`config.mk`:
```
export PLATFORM = sky130hd
export DESIGN_NAME = csph_spi_port
export DESIGN_NICKNAME = d
export VERILOG_FILES = /design/src/inc/csph_pkg.sv /design/src/inc/csph_xfer_if.sv /design/src/rtl/csph_spi_port.sv /design/src/rtl/csph_spi_engine.sv
export SDC_FILE = /design/constraint.sdc
export NUM_CORES = 1
export LEC_CHECK = 0
export BUFFER_PORTS_ARGS = -buffer_cell sky130_fd_sc_hd__buf_4
export CORE_ASPECT_RATIO = 1.4
export CORE_MARGIN = 3
export CORE_UTILIZATION = 45
export DETAILED_ROUTE_END_ITERATION = 8
export PLACE_DENSITY = 0.74
export SLEW_MARGIN = 20
export SYNTH_ARGS = -nofsm -noshare
export SYNTH_HDL_FRONTEND = slang
export SYNTH_SLANG_ARGS = --single-unit
```
`constraint.sdc`:
```
create_clock -name aclk -period 2.8 [get_ports aclk]
set_clock_uncertainty 0.15 [all_clocks]
set_input_delay 0.14 -clock aclk [delete_from_list [all_inputs] [get_ports aclk]]
set_output_delay 0.14 -clock aclk [all_outputs]
set_load 0.02 [all_outputs]
```
`src/inc/csph_pkg.sv`:
```
// constants shared by the spi host port and its shift engine
`default_nettype none
package csph_pkg;
   // register indices; byte address on the bus is four times the index
   localparam int          CSPH_IDX_XFER   = 32'h0000DF10;
   localparam int          CSPH_IDX_CTL    = 32'h0000DF11;
   localparam int          CSPH_IDX_STAT   = 32'h0000DF12;
   localparam int          CSPH_IDX_IRQST  = 32'h0000DF13;
   localparam int          CSPH_IDX_IRQMSK = 32'h0000DF14;
   localparam int          CSPH_IDX_EXT    = 32'h0000DF15;
   localparam int          CSPH_AW         = 20;
   localparam logic [19:0] CSPH_A_XFER     = 20'(CSPH_IDX_XFER * 4);
   localparam logic [19:0] CSPH_A_CTL      = 20'(CSPH_IDX_CTL * 4);
   localparam logic [19:0] CSPH_A_STAT     = 20'(CSPH_IDX_STAT * 4);
   localparam logic [19:0] CSPH_A_IRQST    = 20'(CSPH_IDX_IRQST * 4);
   localparam logic [19:0] CSPH_A_IRQMSK   = 20'(CSPH_IDX_IRQMSK * 4);
   localparam logic [19:0] CSPH_A_EXT      = 20'(CSPH_IDX_EXT * 4);
   // control register fields
   localparam int          CSPH_CTL_OFF    = 7;
   localparam int          CSPH_CTL_TRIG   = 6;
   localparam int          CSPH_CTL_SELHI  = 4;
   localparam int          CSPH_CTL_FAST   = 2;
   localparam int          CSPH_CTL_SELLO  = 1;
   localparam int          CSPH_CTL_BOOT   = 0;
   localparam logic [7:0]  CSPH_CTL_RST    = 8'h02;
   // status register fields
   localparam int          CSPH_ST_WP      = 4;
   localparam int          CSPH_ST_CD      = 3;
   localparam int          CSPH_ST_CART_ROM_CONFIG_LINE   = 2;
   localparam int          CSPH_ST_GAME    = 1;
   localparam int          CSPH_ST_BUSY    = 0;
   // extension register fields
   localparam int          CSPH_EXT_UNLOCK = 7;
   localparam int          CSPH_EXT_FLASH  = 1;
   localparam int          CSPH_EXT_ROMBLK = 0;
   // interrupt bits
   localparam int          CSPH_IRQ_DONE   = 0;
   localparam int          CSPH_IRQ_CDCHG  = 1;
   // target select codes {ctl[4], ctl[1]}
   localparam logic [1:0]  CSPH_SEL_CARD   = 2'h0;
   localparam logic [1:0]  CSPH_SEL_FLASH  = 2'h2;
   localparam logic [1:0]  CSPH_SEL_RTC    = 2'h3;
   // axi responses
   localparam logic [1:0]  CSPH_RESP_OK    = 2'h0;
   localparam logic [1:0]  CSPH_RESP_ERR   = 2'h2;
   // serial clock half periods; rounded up so the rate never exceeds the nominal one
   localparam int          CSPH_CLK_PS     = 10000;
   localparam int          CSPH_SLOW_HALF_PS = 2000000;
   localparam int          CSPH_FAST_HALF_PS = 62500;
   localparam int          CSPH_SLOW_HALF  = (CSPH_SLOW_HALF_PS + CSPH_CLK_PS - 1) / CSPH_CLK_PS;
   localparam int          CSPH_FAST_HALF  = (CSPH_FAST_HALF_PS + CSPH_CLK_PS - 1) / CSPH_CLK_PS;
endpackage
`default_nettype wire

```
`src/inc/csph_xfer_if.sv`:
```
// byte transfer handshake between register block and shift engine
`timescale 1ns/100ps
`default_nettype none
interface csph_xfer_if;
   logic       start;
   logic [7:0] tx;
   logic       fast;
   logic       miso_s;
   logic       busy;
   logic       done;
   logic [7:0] rx;
   modport port (output start, output tx, output fast, output miso_s, input busy, input done, input rx);
   modport eng  (input start, input tx, input fast, input miso_s, output busy, output done, output rx);
endinterface
`default_nettype wire

```
`src/rtl/csph_spi_port.sv`:
```
// memory-mapped spi host port: axi4-lite registers, chip selects, sense inputs
// Contract
// - write sends byte, read returns last received
// - control bit 6 picks write or read trigger
// - read trigger mode: transfer register read starts transfer when idle
// - control bit 7 set disables the port
// - clock chip shares lines, own select only
// - bits 4,1 select card, none, flash, clock
// - control bits 4 and 1 both low assert card select
// - control bit 0 swaps boot rom for external
// - rom block and flash update change unlocked
// - status register is read only
// - status bits report write protect, card presence
// - status reports cartridge config and game lines
// - status bit 0 shows transfer busy
//
// Register access over AXI4-Lite was left to the implementer.
`timescale 1ns/100ps
`default_nettype none
module csph_spi_port
   import csph_pkg::*;
(
   input  wire logic                aclk,
   input  wire logic                aresetn,
   input  wire logic [CSPH_AW-1:0]  s_axi_awaddr,
   input  wire logic [2:0]          s_axi_awprot,
   input  wire logic                s_axi_awvalid,
   output var  logic                s_axi_awready,
   input  wire logic [31:0]         s_axi_wdata,
   input  wire logic [3:0]          s_axi_wstrb,
   input  wire logic                s_axi_wvalid,
   output var  logic                s_axi_wready,
   output var  logic [1:0]          s_axi_bresp,
   output var  logic                s_axi_bvalid,
   input  wire logic                s_axi_bready,
   input  wire logic [CSPH_AW-1:0]  s_axi_araddr,
   input  wire logic [2:0]          s_axi_arprot,
   input  wire logic                s_axi_arvalid,
   output var  logic                s_axi_arready,
   output var  logic [31:0]         s_axi_rdata,
   output var  logic [1:0]          s_axi_rresp,
   output var  logic                s_axi_rvalid,
   input  wire logic                s_axi_rready,
   output var  logic                spi_sclk,
   output var  logic                spi_mosi,
   input  wire logic                spi_miso,
   output var  logic                card_cs_n,
   output var  logic                flash_cs_n,
   output var  logic                rtc_cs_n,
   input  wire logic                card_present_n,
   input  wire logic                card_wp,
   input  wire logic                cart_rom_config_line,
   input  wire logic                game_line,
   output var  logic                boot_rom_off,
   output var  logic                ext_rom_block,
   output var  logic                flash_update_mode,
   output var  logic                irq
);
   typedef struct packed {
      logic [4:0] sy1;
      logic [4:0] sy2;
      logic [7:0] ctl;
      logic [7:0] tx;
      logic       start;
      logic       unlock;
      logic [1:0] ext;
      logic [1:0] irq_st;
      logic [1:0] irq_msk;
      logic       irq;
      logic       cd_prev;
      logic [2:0] cs_n;
      logic       bvalid;
      logic [1:0] bresp;
      logic       rvalid;
      logic [1:0] rresp;
      logic [7:0] rdata;
   } csph_top_s;
   csph_top_s r, n;

   csph_xfer_if xf ();

   logic       wr_fire;
   logic       rd_fire;
   logic       busy_eff;
   logic       can_start;
   logic [7:0] status;
   logic [1:0] sel;
   logic [1:0] ev;
   logic [1:0] irq_clr;

   // sync bit order: miso, presence, protect, config line, game line
   localparam int SY_MISO = 4;
   localparam int SY_CD   = 3;
   localparam int SY_WP   = 2;
   localparam int SY_EX   = 1;
   localparam int SY_GAME = 0;

   // one write and one read at a time; address and data are taken together
   assign wr_fire       = s_axi_awvalid && s_axi_wvalid && !r.bvalid;
   assign rd_fire       = s_axi_arvalid && !r.rvalid;
   assign s_axi_awready = wr_fire;
   assign s_axi_wready  = wr_fire;
   assign s_axi_arready = !r.rvalid;

   // a start still in flight counts as busy, so a back-to-back request cannot double fire
   assign busy_eff  = xf.busy || r.start;
   assign can_start = !busy_eff && !r.ctl[CSPH_CTL_OFF];
   assign sel       = {r.ctl[CSPH_CTL_SELHI], r.ctl[CSPH_CTL_SELLO]};

   // live status view; flash jumper bit 5 and bits above read zero
   always_comb
   begin
      status                = 8'h00;
      status[CSPH_ST_WP]    = r.sy2[SY_WP];
      status[CSPH_ST_CD]    = r.sy2[SY_CD];
      status[CSPH_ST_CART_ROM_CONFIG_LINE] = r.sy2[SY_EX];
      status[CSPH_ST_GAME]  = r.sy2[SY_GAME];
      status[CSPH_ST_BUSY]  = busy_eff;
   end

   // interrupt events: transfer finished, card inserted or pulled
   assign ev[CSPH_IRQ_DONE]  = xf.done;
   assign ev[CSPH_IRQ_CDCHG] = r.sy2[SY_CD] ^ r.cd_prev;

   always_comb
   begin
      n         = r;
      irq_clr   = 2'h0;
      n.sy1     = {spi_miso, card_present_n, card_wp, cart_rom_config_line, game_line};
      n.sy2     = r.sy1;
      n.cd_prev = r.sy2[SY_CD];
      n.start   = 1'b0;
      if (r.bvalid && s_axi_bready)
         n.bvalid = 1'b0;
      if (r.rvalid && s_axi_rready)
         n.rvalid = 1'b0;
      // register writes; only byte lane 0 carries data
      if (wr_fire)
      begin
         n.bvalid = 1'b1;
         n.bresp  = CSPH_RESP_OK;
         if (s_axi_awaddr == CSPH_A_XFER)
         begin
            if (s_axi_wstrb[0])
            begin
               n.tx = s_axi_wdata[7:0];
               if (!r.ctl[CSPH_CTL_TRIG] && can_start)
                  n.start = 1'b1;
            end
         end
         else if (s_axi_awaddr == CSPH_A_CTL)
         begin
            if (s_axi_wstrb[0])
               n.ctl = s_axi_wdata[7:0]; // bit 3 kept but unused
         end
         else if (s_axi_awaddr == CSPH_A_STAT || s_axi_awaddr == CSPH_A_IRQST)
         begin
            n.bresp = CSPH_RESP_OK; // writes dropped, flags untouched
         end
         else if (s_axi_awaddr == CSPH_A_IRQMSK)
         begin
            if (s_axi_wstrb[0])
               n.irq_msk = s_axi_wdata[1:0];
         end
         else if (s_axi_awaddr == CSPH_A_EXT)
         begin
            if (s_axi_wstrb[0])
            begin
               // lock is judged on the old value, so unlocking takes a write of its own
               if (r.unlock)
                  n.ext = s_axi_wdata[1:0];
               n.unlock = s_axi_wdata[CSPH_EXT_UNLOCK];
            end
         end
         else
         begin
            n.bresp = CSPH_RESP_ERR;
         end
      end
      // register reads; data captured at the accepting edge
      if (rd_fire)
      begin
         n.rvalid = 1'b1;
         n.rresp  = CSPH_RESP_OK;
         n.rdata  = 8'h00;
         if (s_axi_araddr == CSPH_A_XFER)
         begin
            n.rdata = xf.rx; // previous byte even when this read starts the next
            if (r.ctl[CSPH_CTL_TRIG] && can_start && !n.start)
               n.start = 1'b1;
         end
         else if (s_axi_araddr == CSPH_A_CTL)
            n.rdata = r.ctl;
         else if (s_axi_araddr == CSPH_A_STAT)
            n.rdata = status;
         else if (s_axi_araddr == CSPH_A_IRQST)
         begin
            n.rdata = {6'h00, r.irq_st};
            irq_clr = r.irq_st;
         end
         else if (s_axi_araddr == CSPH_A_IRQMSK)
            n.rdata = {6'h00, r.irq_msk};
         else if (s_axi_araddr == CSPH_A_EXT)
            n.rdata = {r.unlock, 5'h00, r.ext};
         else
            n.rresp = CSPH_RESP_ERR;
      end
      // set wins over the read clear
      n.irq_st = (r.irq_st & ~irq_clr) | ev;
      n.irq    = |(n.irq_st & n.irq_msk);
      // chip selects: one shared bus, targets told apart only by select
      n.cs_n = 3'h7;
      if (!n.ctl[CSPH_CTL_OFF])
      begin
         if ({n.ctl[CSPH_CTL_SELHI], n.ctl[CSPH_CTL_SELLO]} == CSPH_SEL_CARD)
            n.cs_n[0] = 1'b0; // bits 4 and 1 both low select the card
         else if ({n.ctl[CSPH_CTL_SELHI], n.ctl[CSPH_CTL_SELLO]} == CSPH_SEL_FLASH)
            n.cs_n[1] = 1'b0;
         else if ({n.ctl[CSPH_CTL_SELHI], n.ctl[CSPH_CTL_SELLO]} == CSPH_SEL_RTC)
            n.cs_n[2] = 1'b0; // slow rate is software's job here
      end
   end

   always_ff @(posedge aclk)
   begin
      if (!aresetn)
      begin
         r <= '{sy1: 5'h1F, sy2: 5'h1F, ctl: CSPH_CTL_RST, tx: 8'hFF, start: 1'b0, unlock: 1'b0,
                ext: 2'h0, irq_st: 2'h0, irq_msk: 2'h0, irq: 1'b0, cd_prev: 1'b1, cs_n: 3'h7,
                bvalid: 1'b0, bresp: 2'h0, rvalid: 1'b0, rresp: 2'h0, rdata: 8'h00};
      end
      else
      begin
         r <= n;
      end
   end

   // engine hand-off
   assign xf.start  = r.start;
   assign xf.tx     = r.tx;
   assign xf.fast   = r.ctl[CSPH_CTL_FAST];
   assign xf.miso_s = r.sy2[SY_MISO];

   csph_spi_engine #(
      .SLOW_HALF (CSPH_SLOW_HALF),
      .FAST_HALF (CSPH_FAST_HALF)
   ) u_engine (
      .aclk     (aclk),
      .aresetn  (aresetn),
      .xf       (xf.eng),
      .spi_sclk (spi_sclk),
      .spi_mosi (spi_mosi)
   );

   // register-driven outputs
   assign s_axi_bvalid      = r.bvalid;
   assign s_axi_bresp       = r.bresp;
   assign s_axi_rvalid      = r.rvalid;
   assign s_axi_rresp       = r.rresp;
   assign s_axi_rdata       = {24'h000000, r.rdata};
   assign card_cs_n         = r.cs_n[0];
   assign flash_cs_n        = r.cs_n[1];
   assign rtc_cs_n          = r.cs_n[2];
   assign boot_rom_off      = r.ctl[CSPH_CTL_BOOT];
   assign ext_rom_block     = r.ext[CSPH_EXT_ROMBLK];
   assign flash_update_mode = r.ext[CSPH_EXT_FLASH];
   assign irq               = r.irq;
endmodule // csph_spi_port
`default_nettype wire

```
`src/rtl/csph_spi_engine.sv`:
```
// eight bit msb-first spi shift engine, mode 0, two clock rates
`timescale 1ns/100ps
`default_nettype none
module csph_spi_engine
   import csph_pkg::*;
#(
   parameter int SLOW_HALF = CSPH_SLOW_HALF,
   parameter int FAST_HALF = CSPH_FAST_HALF
)(
   input  wire logic  aclk,
   input  wire logic  aresetn,
   csph_xfer_if.eng   xf,
   output var  logic  spi_sclk,
   output var  logic  spi_mosi
);
   typedef enum logic [1:0] {ENG_IDLE = 2'h0, ENG_LOW = 2'h1, ENG_HIGH = 2'h3} csph_eng_e;
   typedef struct packed {
      csph_eng_e  st;
      logic [7:0] div;
      logic [2:0] bitn;
      logic [7:0] sh;
      logic       samp;
      logic       sclk;
      logic       fast;
      logic       done;
      logic [7:0] rx;
   } csph_eng_s;
   csph_eng_s r, n;
   logic [7:0] half_m1;

   generate
      if (SLOW_HALF < 1 || SLOW_HALF > 256 || FAST_HALF < 1 || FAST_HALF > 256)
      begin : g_bad_half
         $error("half period must be 1 to 256 cycles");
      end
   endgenerate

   // latched rate picks the half period so a mid-byte rate change cannot tear a bit
   assign half_m1 = r.fast ? 8'(FAST_HALF - 1) : 8'(SLOW_HALF - 1);

   always_comb
   begin
      n = r;
      n.done = 1'b0;
      case (r.st)
         ENG_IDLE:
         begin
            if (xf.start)
            begin
               n.sh   = xf.tx;
               n.bitn = 3'h0;
               n.div  = 8'h00;
               n.fast = xf.fast;
               n.st   = ENG_LOW;
            end
         end
         ENG_LOW:
         begin
            n.div = r.div + 8'h01;
            if (r.div == half_m1)
            begin
               n.div  = 8'h00;
               n.sclk = 1'b1;
               n.samp = xf.miso_s;
               n.st   = ENG_HIGH;
            end
         end
         ENG_HIGH:
         begin
            n.div = r.div + 8'h01;
            if (r.div == half_m1)
            begin
               n.div  = 8'h00;
               n.sclk = 1'b0;
               n.sh   = {r.sh[6:0], r.samp}; // msb first
               if (r.bitn == 3'h7)
               begin
                  n.rx   = {r.sh[6:0], r.samp}; // captured on the eighth bit
                  n.done = 1'b1;
                  n.st   = ENG_IDLE;
               end
               else
               begin
                  n.bitn = r.bitn + 3'h1;
                  n.st   = ENG_LOW;
               end
            end
         end
         default:
         begin
            n.st = ENG_IDLE;
         end
      endcase
   end

   always_ff @(posedge aclk)
   begin
      if (!aresetn)
      begin
         r <= '{st: ENG_IDLE, div: 8'h00, bitn: 3'h0, sh: 8'hFF, samp: 1'b0, sclk: 1'b0,
                fast: 1'b0, done: 1'b0, rx: 8'hFF};
      end
      else
      begin
         r <= n;
      end
   end

   assign spi_sclk = r.sclk;
   assign spi_mosi = r.sh[7];
   assign xf.busy  = (r.st != ENG_IDLE);
   assign xf.done  = r.done;
   assign xf.rx    = r.rx;

   // helper: count serial clock rises since the start
   logic [3:0] rises_r;
   always_ff @(posedge aclk)
   begin
      if (!aresetn)
         rises_r <= 4'h0;
      else if (xf.start && r.st == ENG_IDLE)
         rises_r <= 4'h0;
      else if (n.sclk && !r.sclk)
         rises_r <= rises_r + 4'h1;
   end
endmodule // csph_spi_engine
`default_nettype wire

```
Word-level counts from Yosys, hierarchy flattened

Cells that the tools add are included.

$mul: 0
Bitwise operators: 10
Order comparisons: 0
Equal/unequal tests: 22
Shift-type cells: 0
Reduce and logical (&&, ||, !) cells: 42
Mux-type cells: 65
Add/subtract/negate cells: 2
Divide/modulo/power cells: 0

Operators with widths:

| kind                                                               | count |
|---|---|
| 20-bit by 18-bit == test with 1-bit output (second input constant) | 12 |
| 8-bit 2-to-1 mux                                                   | 10 |
| 2-bit 2-to-1 mux                                                   | 23 |
| 21-bit 2-to-1 mux                                                  | 2 |
| 9-bit 2-to-1 mux                                                   | 3 |
| 3-bit 2-to-1 mux                                                   | 8 |
| 8-bit one-hot mux with 3 select lines                              | 1 |
| 11-bit one-hot mux with 2 select lines                             | 1 |
| 20-bit 2-to-1 mux                                                  | 1 |
| 3-bit AND reduction                                                | 6 |
| 1-bit 2-to-1 mux                                                   | 12 |
| 11-bit 2-to-1 mux                                                  | 1 |
| 10-bit 2-to-1 mux                                                  | 1 |
| 2-bit nonzero test                                                 | 5 |
| 1-bit logical AND                                                  | 9 |
| 8-bit by 1-bit adder with 8-bit output (second input constant)     | 1 |
| 8-bit == test                                                      | 1 |
| 4-bit AND reduction                                                | 2 |
| 8-bit AND reduction                                                | 1 |
| 7-bit AND reduction                                                | 1 |
| 2-bit == test (second input constant)                              | 3 |
| 1-bit logical NOT                                                  | 6 |
| 2-bit one-hot mux with 3 select lines                              | 1 |
| 2-bit AND reduction                                                | 3 |
| other kinds (17)                                                   | 27 |

Register bits: 86
Logic and storage cells: 170
ROM bits: 0
Latch bits: 0
Memories: 0
Output and inout bits: 50
Memory bits (writable): 0

Logic depth before layout (Yosys ltp)

Depth after elaboration: 14
Depth in mapped cells: 7
Mapped depth without buffers: 6

Modules after synthesis

Synthesis repeated with hierarchy kept, for this count alone.

Cell total of the unflattened synthesis: 445
Area total of the unflattened synthesis: 4040.1 µm²

Modules (own cells, without submodules):

| module          | seq. area each (µm²) | cells an instance | area each (µm²) | times used |
|---|---|---|---|---|
| csph_spi_port   | 1021.0               | 281               | 2479.9          | 1 |
| csph_spi_engine | 660.6                | 164               | 1560.2          | 1 |

Worst setup path after synthesis

Ideal clock, no wire load.

Path kind: reg-to-reg
Start: reg r, in the netlist s_axi_bvalid
End: reg r[36] (netlist name)
Slack: 0.382 ns
Stages on the path, launching flop included: 8
Library setup time: 0.129 ns
Data arrival time: 2.138 ns
Path buffers: 2
Period minus slack after synthesis: 2.418 ns
Cells stage by stage: dfxtp_1 and3b_1 clkbuf_1 nand4_1 nor3_2 buf_2 mux2i_1 nand2_1

Word-level cells in the longest chain between the ends: 3

RTL lines:

| item                   | RTL line             | source |
|---|---|---|
| start, declared        | csph_spi_port.sv:78  | `csph_top_s r, n;` |
| start signal, assigned | csph_spi_port.sv:228 | `r <= '{sy1: 5'h1F, sy2: 5'h1F, ctl: CSPH_CTL_RST, tx: 8'hFF, start: 1'b0, unlock: 1'b0,` |
| start signal, assigned | csph_spi_port.sv:234 | `r <= n;` |
| 1-bit logical NOT      | csph_spi_port.sv:99  | `assign wr_fire = s_axi_awvalid && s_axi_wvalid && !r.bvalid;` |
| 1-bit logical AND      | csph_spi_port.sv:99  |  |
| via s_axi_awready      | csph_spi_port.sv:28  | `output var logic s_axi_awready,` |
| 20-bit 2-to-1 mux      | csph_spi_port.sv:138 | `if (wr_fire)` |

The timed path passes the listed nets, and every way through them passes these cells.
A chain may end at the register's enable or synchronous reset.

Final worst setup path

Start: reg u_engine.r[23] (netlist name)
End: reg u_engine.r[13] (netlist name)

Word-level cells in the longest chain between the ends: 3

RTL lines:

| item                                               | RTL line               | source |
|---|---|---|
| start, declared                                    | csph_spi_engine.sv:28  | `csph_eng_s r, n;` |
| start signal, assigned                             | csph_spi_engine.sv:100 | `r <= '{st: ENG_IDLE, div: 8'h00, bitn: 3'h0, sh: 8'hFF, samp: 1'b0, sclk: 1'b0,` |
| start signal, assigned                             | csph_spi_engine.sv:105 | `r <= n;` |
| 8-bit == test                                      | csph_spi_engine.sv:71  | `if (r.div == half_m1)` |
| 2-bit by 1-bit != test with 1-bit output (no line) | --                     |  |
| 3-bit AND reduction (no line)                      | --                     |  |

No other way between the ends.

==> impl_metrics.yaml <==
cts:
  worstSkewPairLatency_ps: 340
  cts.sink_count: 84
  post_cts_resized: 0
  cts_htree_levels: 3
  clock_path_buffers: 2
  cts.root.buffer_cell: "sky130_fd_sc_hd__clkbuf_16"
  cts.clk_slew.worst_paths_ps: 60
  cts_setup_buffers: 0
  cts_buffers: 9
  cts_tree: "yes"
synth:
  yosysTopAreaCellShare: 0.433
  synth.ff_latch_count: 84
  synth_enable_flop_cells: 0
  ys_async_sr_fraction: 0
  syn-instance-count: 433
  synth_area_leader_cell: "sky130_fd_sc_hd__dfxtp_1"
  synth.yosys.seq_area_share: 0.433
  avgSynthCellArea_sq_um: 8.98
  ys_dominant_reg_cell: "sky130_fd_sc_hd__dfxtp_1"
  synth_area_leaders: "sky130_fd_sc_hd__dfxtp_1 43%, sky130_fd_sc_hd__mux2i_1 7.7%, sky130_fd_sc_hd__buf_4 7.1%"
  synth-warning-count: 0
  distinct_cells_synth: 50
  syn_std_cell_area_sq_mm: 0.00389
placed_design:
  dp_hpwl_mm: 6.72
  placement.io_buffers: 84
  finalWeightedCongestion: 0.823
  dpl_worst_slack_ps: 415
floorplanning:
  core.rowCount: 39
  design.die.area_sq_mm: 0.00980
  floorplan.die.width_um: 84.5
  coreArea_sq_mm: 0.00830
  fp.dieH_um: 116
  initial_core_util: 0.468
  io-pin-count: 144
detailed_routing:
  drc: 0
  drt_first_pass_iters: 4
  routedWlPerCell_um: 14.8
  route.vias.total: 3305
  detailedRoute.firstIterationViolations: 140
  drt_wl_total_mm: 9.25
  viasPerCell: 5.27
  ant_nets: 0
worst_hold_path:
  holdCritStartpoint: "s_axi_araddr[4]"
  hp-class: "in -> reg"
pwr:
  power.density_mw_per_mm2: 524
  pleak_nw: 2.03
  vdd.ir_drop.worst_mv: 0.399
sta:
  setup_viol: 0
  layout_worst_path_cycle_share: 0.851
  slew_at_the_pin_closest_to_its_max_slew_limit_ps: 716
  timing.final.crit_period_ps: 2380
  setup_ws_ps: 416
  timing.setup.tns_ps: 0
  timing.final.max_slew_violations: 0
  slew_headroom: 0.522
  hold_violations: 0
  rsz0062_at_grt: "no"
  max_freq_mhz: 419
critical_path:
  crit_path_start: "u_engine.r[23]"
  r2r_start: "u_engine.r[23]"
  cp_data_required_time_ps: 2870
  critPathArrivalTime_ps: 2450
  worstSetupPathType: "reg -> reg"
  crit_fanout: 21
  setup.worst_path.start_class: "flop"
  endpoint_kind: "flop"
global_route:
  grt_max_degree: 48
  grt_first_pass_wirelength_mm: 15.1
  grt_pass1_vias: 3193
  antenna_violations_before_repair: 0
  globalRoute.totalOverflow: 0
  grt_usage: 0.196
final_layout:
  layout_filler_cell_count: 724
  num_antenna_cells: 0
  layout-area-overhead-vs-synth_pct: 26.2
  drive_above_1_share: 0.219
  layout.nets: 618
flow_run:
  drv.max_cap_violation_count: 0
run_status:
  outcome: "finished, final reports clean"
==> cell usage after synthesis, types with 3 or more instances <==
cell,instances
sky130_fd_sc_hd__a211oi_1,3
sky130_fd_sc_hd__a21oi_1,16
sky130_fd_sc_hd__a221o_1,8
sky130_fd_sc_hd__a32oi_1,3
sky130_fd_sc_hd__and2_1,3
sky130_fd_sc_hd__buf_2,4
sky130_fd_sc_hd__buf_4,37
sky130_fd_sc_hd__clkbuf_1,17
sky130_fd_sc_hd__dfxtp_1,84
sky130_fd_sc_hd__ha_1,3
sky130_fd_sc_hd__inv_1,6
sky130_fd_sc_hd__mux2_2,6
sky130_fd_sc_hd__mux2i_1,30
sky130_fd_sc_hd__nand2_1,53
sky130_fd_sc_hd__nand2b_1,15
sky130_fd_sc_hd__nand3_1,24
sky130_fd_sc_hd__nand4_1,5
sky130_fd_sc_hd__nand4b_1,4
sky130_fd_sc_hd__nor2_1,40
sky130_fd_sc_hd__nor2b_1,6
sky130_fd_sc_hd__nor3_1,7
sky130_fd_sc_hd__nor3b_1,5
sky130_fd_sc_hd__nor4_1,4
sky130_fd_sc_hd__nor4b_1,4
sky130_fd_sc_hd__o21ai_0,8
sky130_fd_sc_hd__or4_1,3
sky130_fd_sc_hd__xnor2_1,5
sky130_fd_sc_hd__xor2_1,3
==> power breakdown <==
group / internal [mW] / total (mW) / switching [mW]
clock network: 0.645 / 1.09 / 0.441
registers: 1.21 / 1.23 / 0.0129
logic: 0.123 / 0.257 / 0.134
total: 1.98 / 2.57 / 0.588
==> final cells by class <==
type / count / area [sq um] / share of cell area
Multi-Input combinational cell: 310 / 1910 / 0.390
Sequential cell: 84 / 1680 / 0.343
Timing Repair Buffer: 110 / 886 / 0.181
Clock buffer: 14 / 264 / 0.0538
Tap cell: 102 / 128 / 0.0260
Inverter: 6 / 22.5 / 0.00459
Clock inverter: 1 / 7.51 / 0.00153
==> stage by stage <==
step,power (mW),std cells,hold WS (ps),cell area [sq um],utilization
final,2.57,627,27.9,4900,0.591
after global routing,2.67,627,45.0,4900,0.591
after CTS,2.59,627,14.9,4900,0.591
after detailed placement,1.49,593,176,4440,0.535
after global placement,1.48,593,172,4440,0.535
after floorplan,1.41,458,90.1,3980,-
==> layout by cell type, fill, tap and decap left out, types with 3 or more instances in the layout <==
| master | count |
|---|---|
| sky130_fd_sc_hd__clkbuf_16 | 9 |
| sky130_fd_sc_hd__nand2_1 | 53 |
| sky130_fd_sc_hd__or4_1 | 3 |
| sky130_fd_sc_hd__a32oi_1 | 3 |
| sky130_fd_sc_hd__nor3b_1 | 5 |
| sky130_fd_sc_hd__mux2i_1 | 30 |
| sky130_fd_sc_hd__a21oi_1 | 16 |
| sky130_fd_sc_hd__nand3_1 | 24 |
| sky130_fd_sc_hd__conb_1 | 26 |
| sky130_fd_sc_hd__mux2_2 | 6 |
| sky130_fd_sc_hd__nand2b_1 | 15 |
| sky130_fd_sc_hd__nor2_1 | 40 |
| sky130_fd_sc_hd__nor4_1 | 4 |
| sky130_fd_sc_hd__xnor2_1 | 5 |
| sky130_fd_sc_hd__nor4b_1 | 4 |
| sky130_fd_sc_hd__clkbuf_1 | 3 |
| sky130_fd_sc_hd__buf_4 | 90 |
| sky130_fd_sc_hd__nor2b_1 | 6 |
| sky130_fd_sc_hd__a221o_1 | 8 |
| sky130_fd_sc_hd__nand4_1 | 5 |
| sky130_fd_sc_hd__o21ai_0 | 8 |
| sky130_fd_sc_hd__dlygate4sd3_1 | 19 |
| sky130_fd_sc_hd__inv_1 | 6 |
| sky130_fd_sc_hd__nand4b_1 | 4 |
| sky130_fd_sc_hd__xor2_1 | 3 |
| sky130_fd_sc_hd__a211oi_1 | 3 |
| sky130_fd_sc_hd__ha_1 | 3 |
| sky130_fd_sc_hd__dfxtp_1 | 84 |
| sky130_fd_sc_hd__and2_1 | 3 |
| sky130_fd_sc_hd__nor3_1 | 7 |
==> routing by layer <==
metal / share of wire / global-route usage
met2: 0.56 / 0.365
met1: 0.36 / 0.200
met5: 0 / 0
met4: 0.036 / 0.126
met3: 0.040 / 0.0349
==> cell families after synthesis <==
group | synth area share
xor+xnor | 0.0180
simple gates | 0.252
buf+inv | 0.0988
mux | 0.100
flops | 0.433
fa+ha+maj | 0.00966
other cells | 0.000965
compound gates | 0.0869
==> sequential cells by signal, summed over array words and instances, names as in the netlist, 6 cells and up <==
name,count
u_engine.r,22
r,17
n,6
s_axi_rdata,8
u_engine.xf.rx,8
xf.tx,8
==> worst paths after layout <==
kind	to	slack [ps]	depth (start not counted)
worst max-delay path	u_engine.r[13]	420	5
worst min-delay path	s_axi_rresp[1]	30	3
worst max register to register	u_engine.r[13]	420	5
worst min register to register	r[44]	260	1
==> what timing repair did <==
action                                  in CTS  in global routing
endpoints found under the setup margin       0                  0
endpoints found under the hold margin       33                  0
hold buffers                                19                  0
==> worst max-delay path, stage by stage, from the launching register on <==
cell and delay (ps):
sky130_fd_sc_hd__dfxtp_1 360, sky130_fd_sc_hd__or4b_1 580, sky130_fd_sc_hd__a2111oi_2 500, sky130_fd_sc_hd__buf_12 210, sky130_fd_sc_hd__nor2_1 140, sky130_fd_sc_hd__a221o_1 330
No activity file was read; power rests on OpenSTA's default activity.
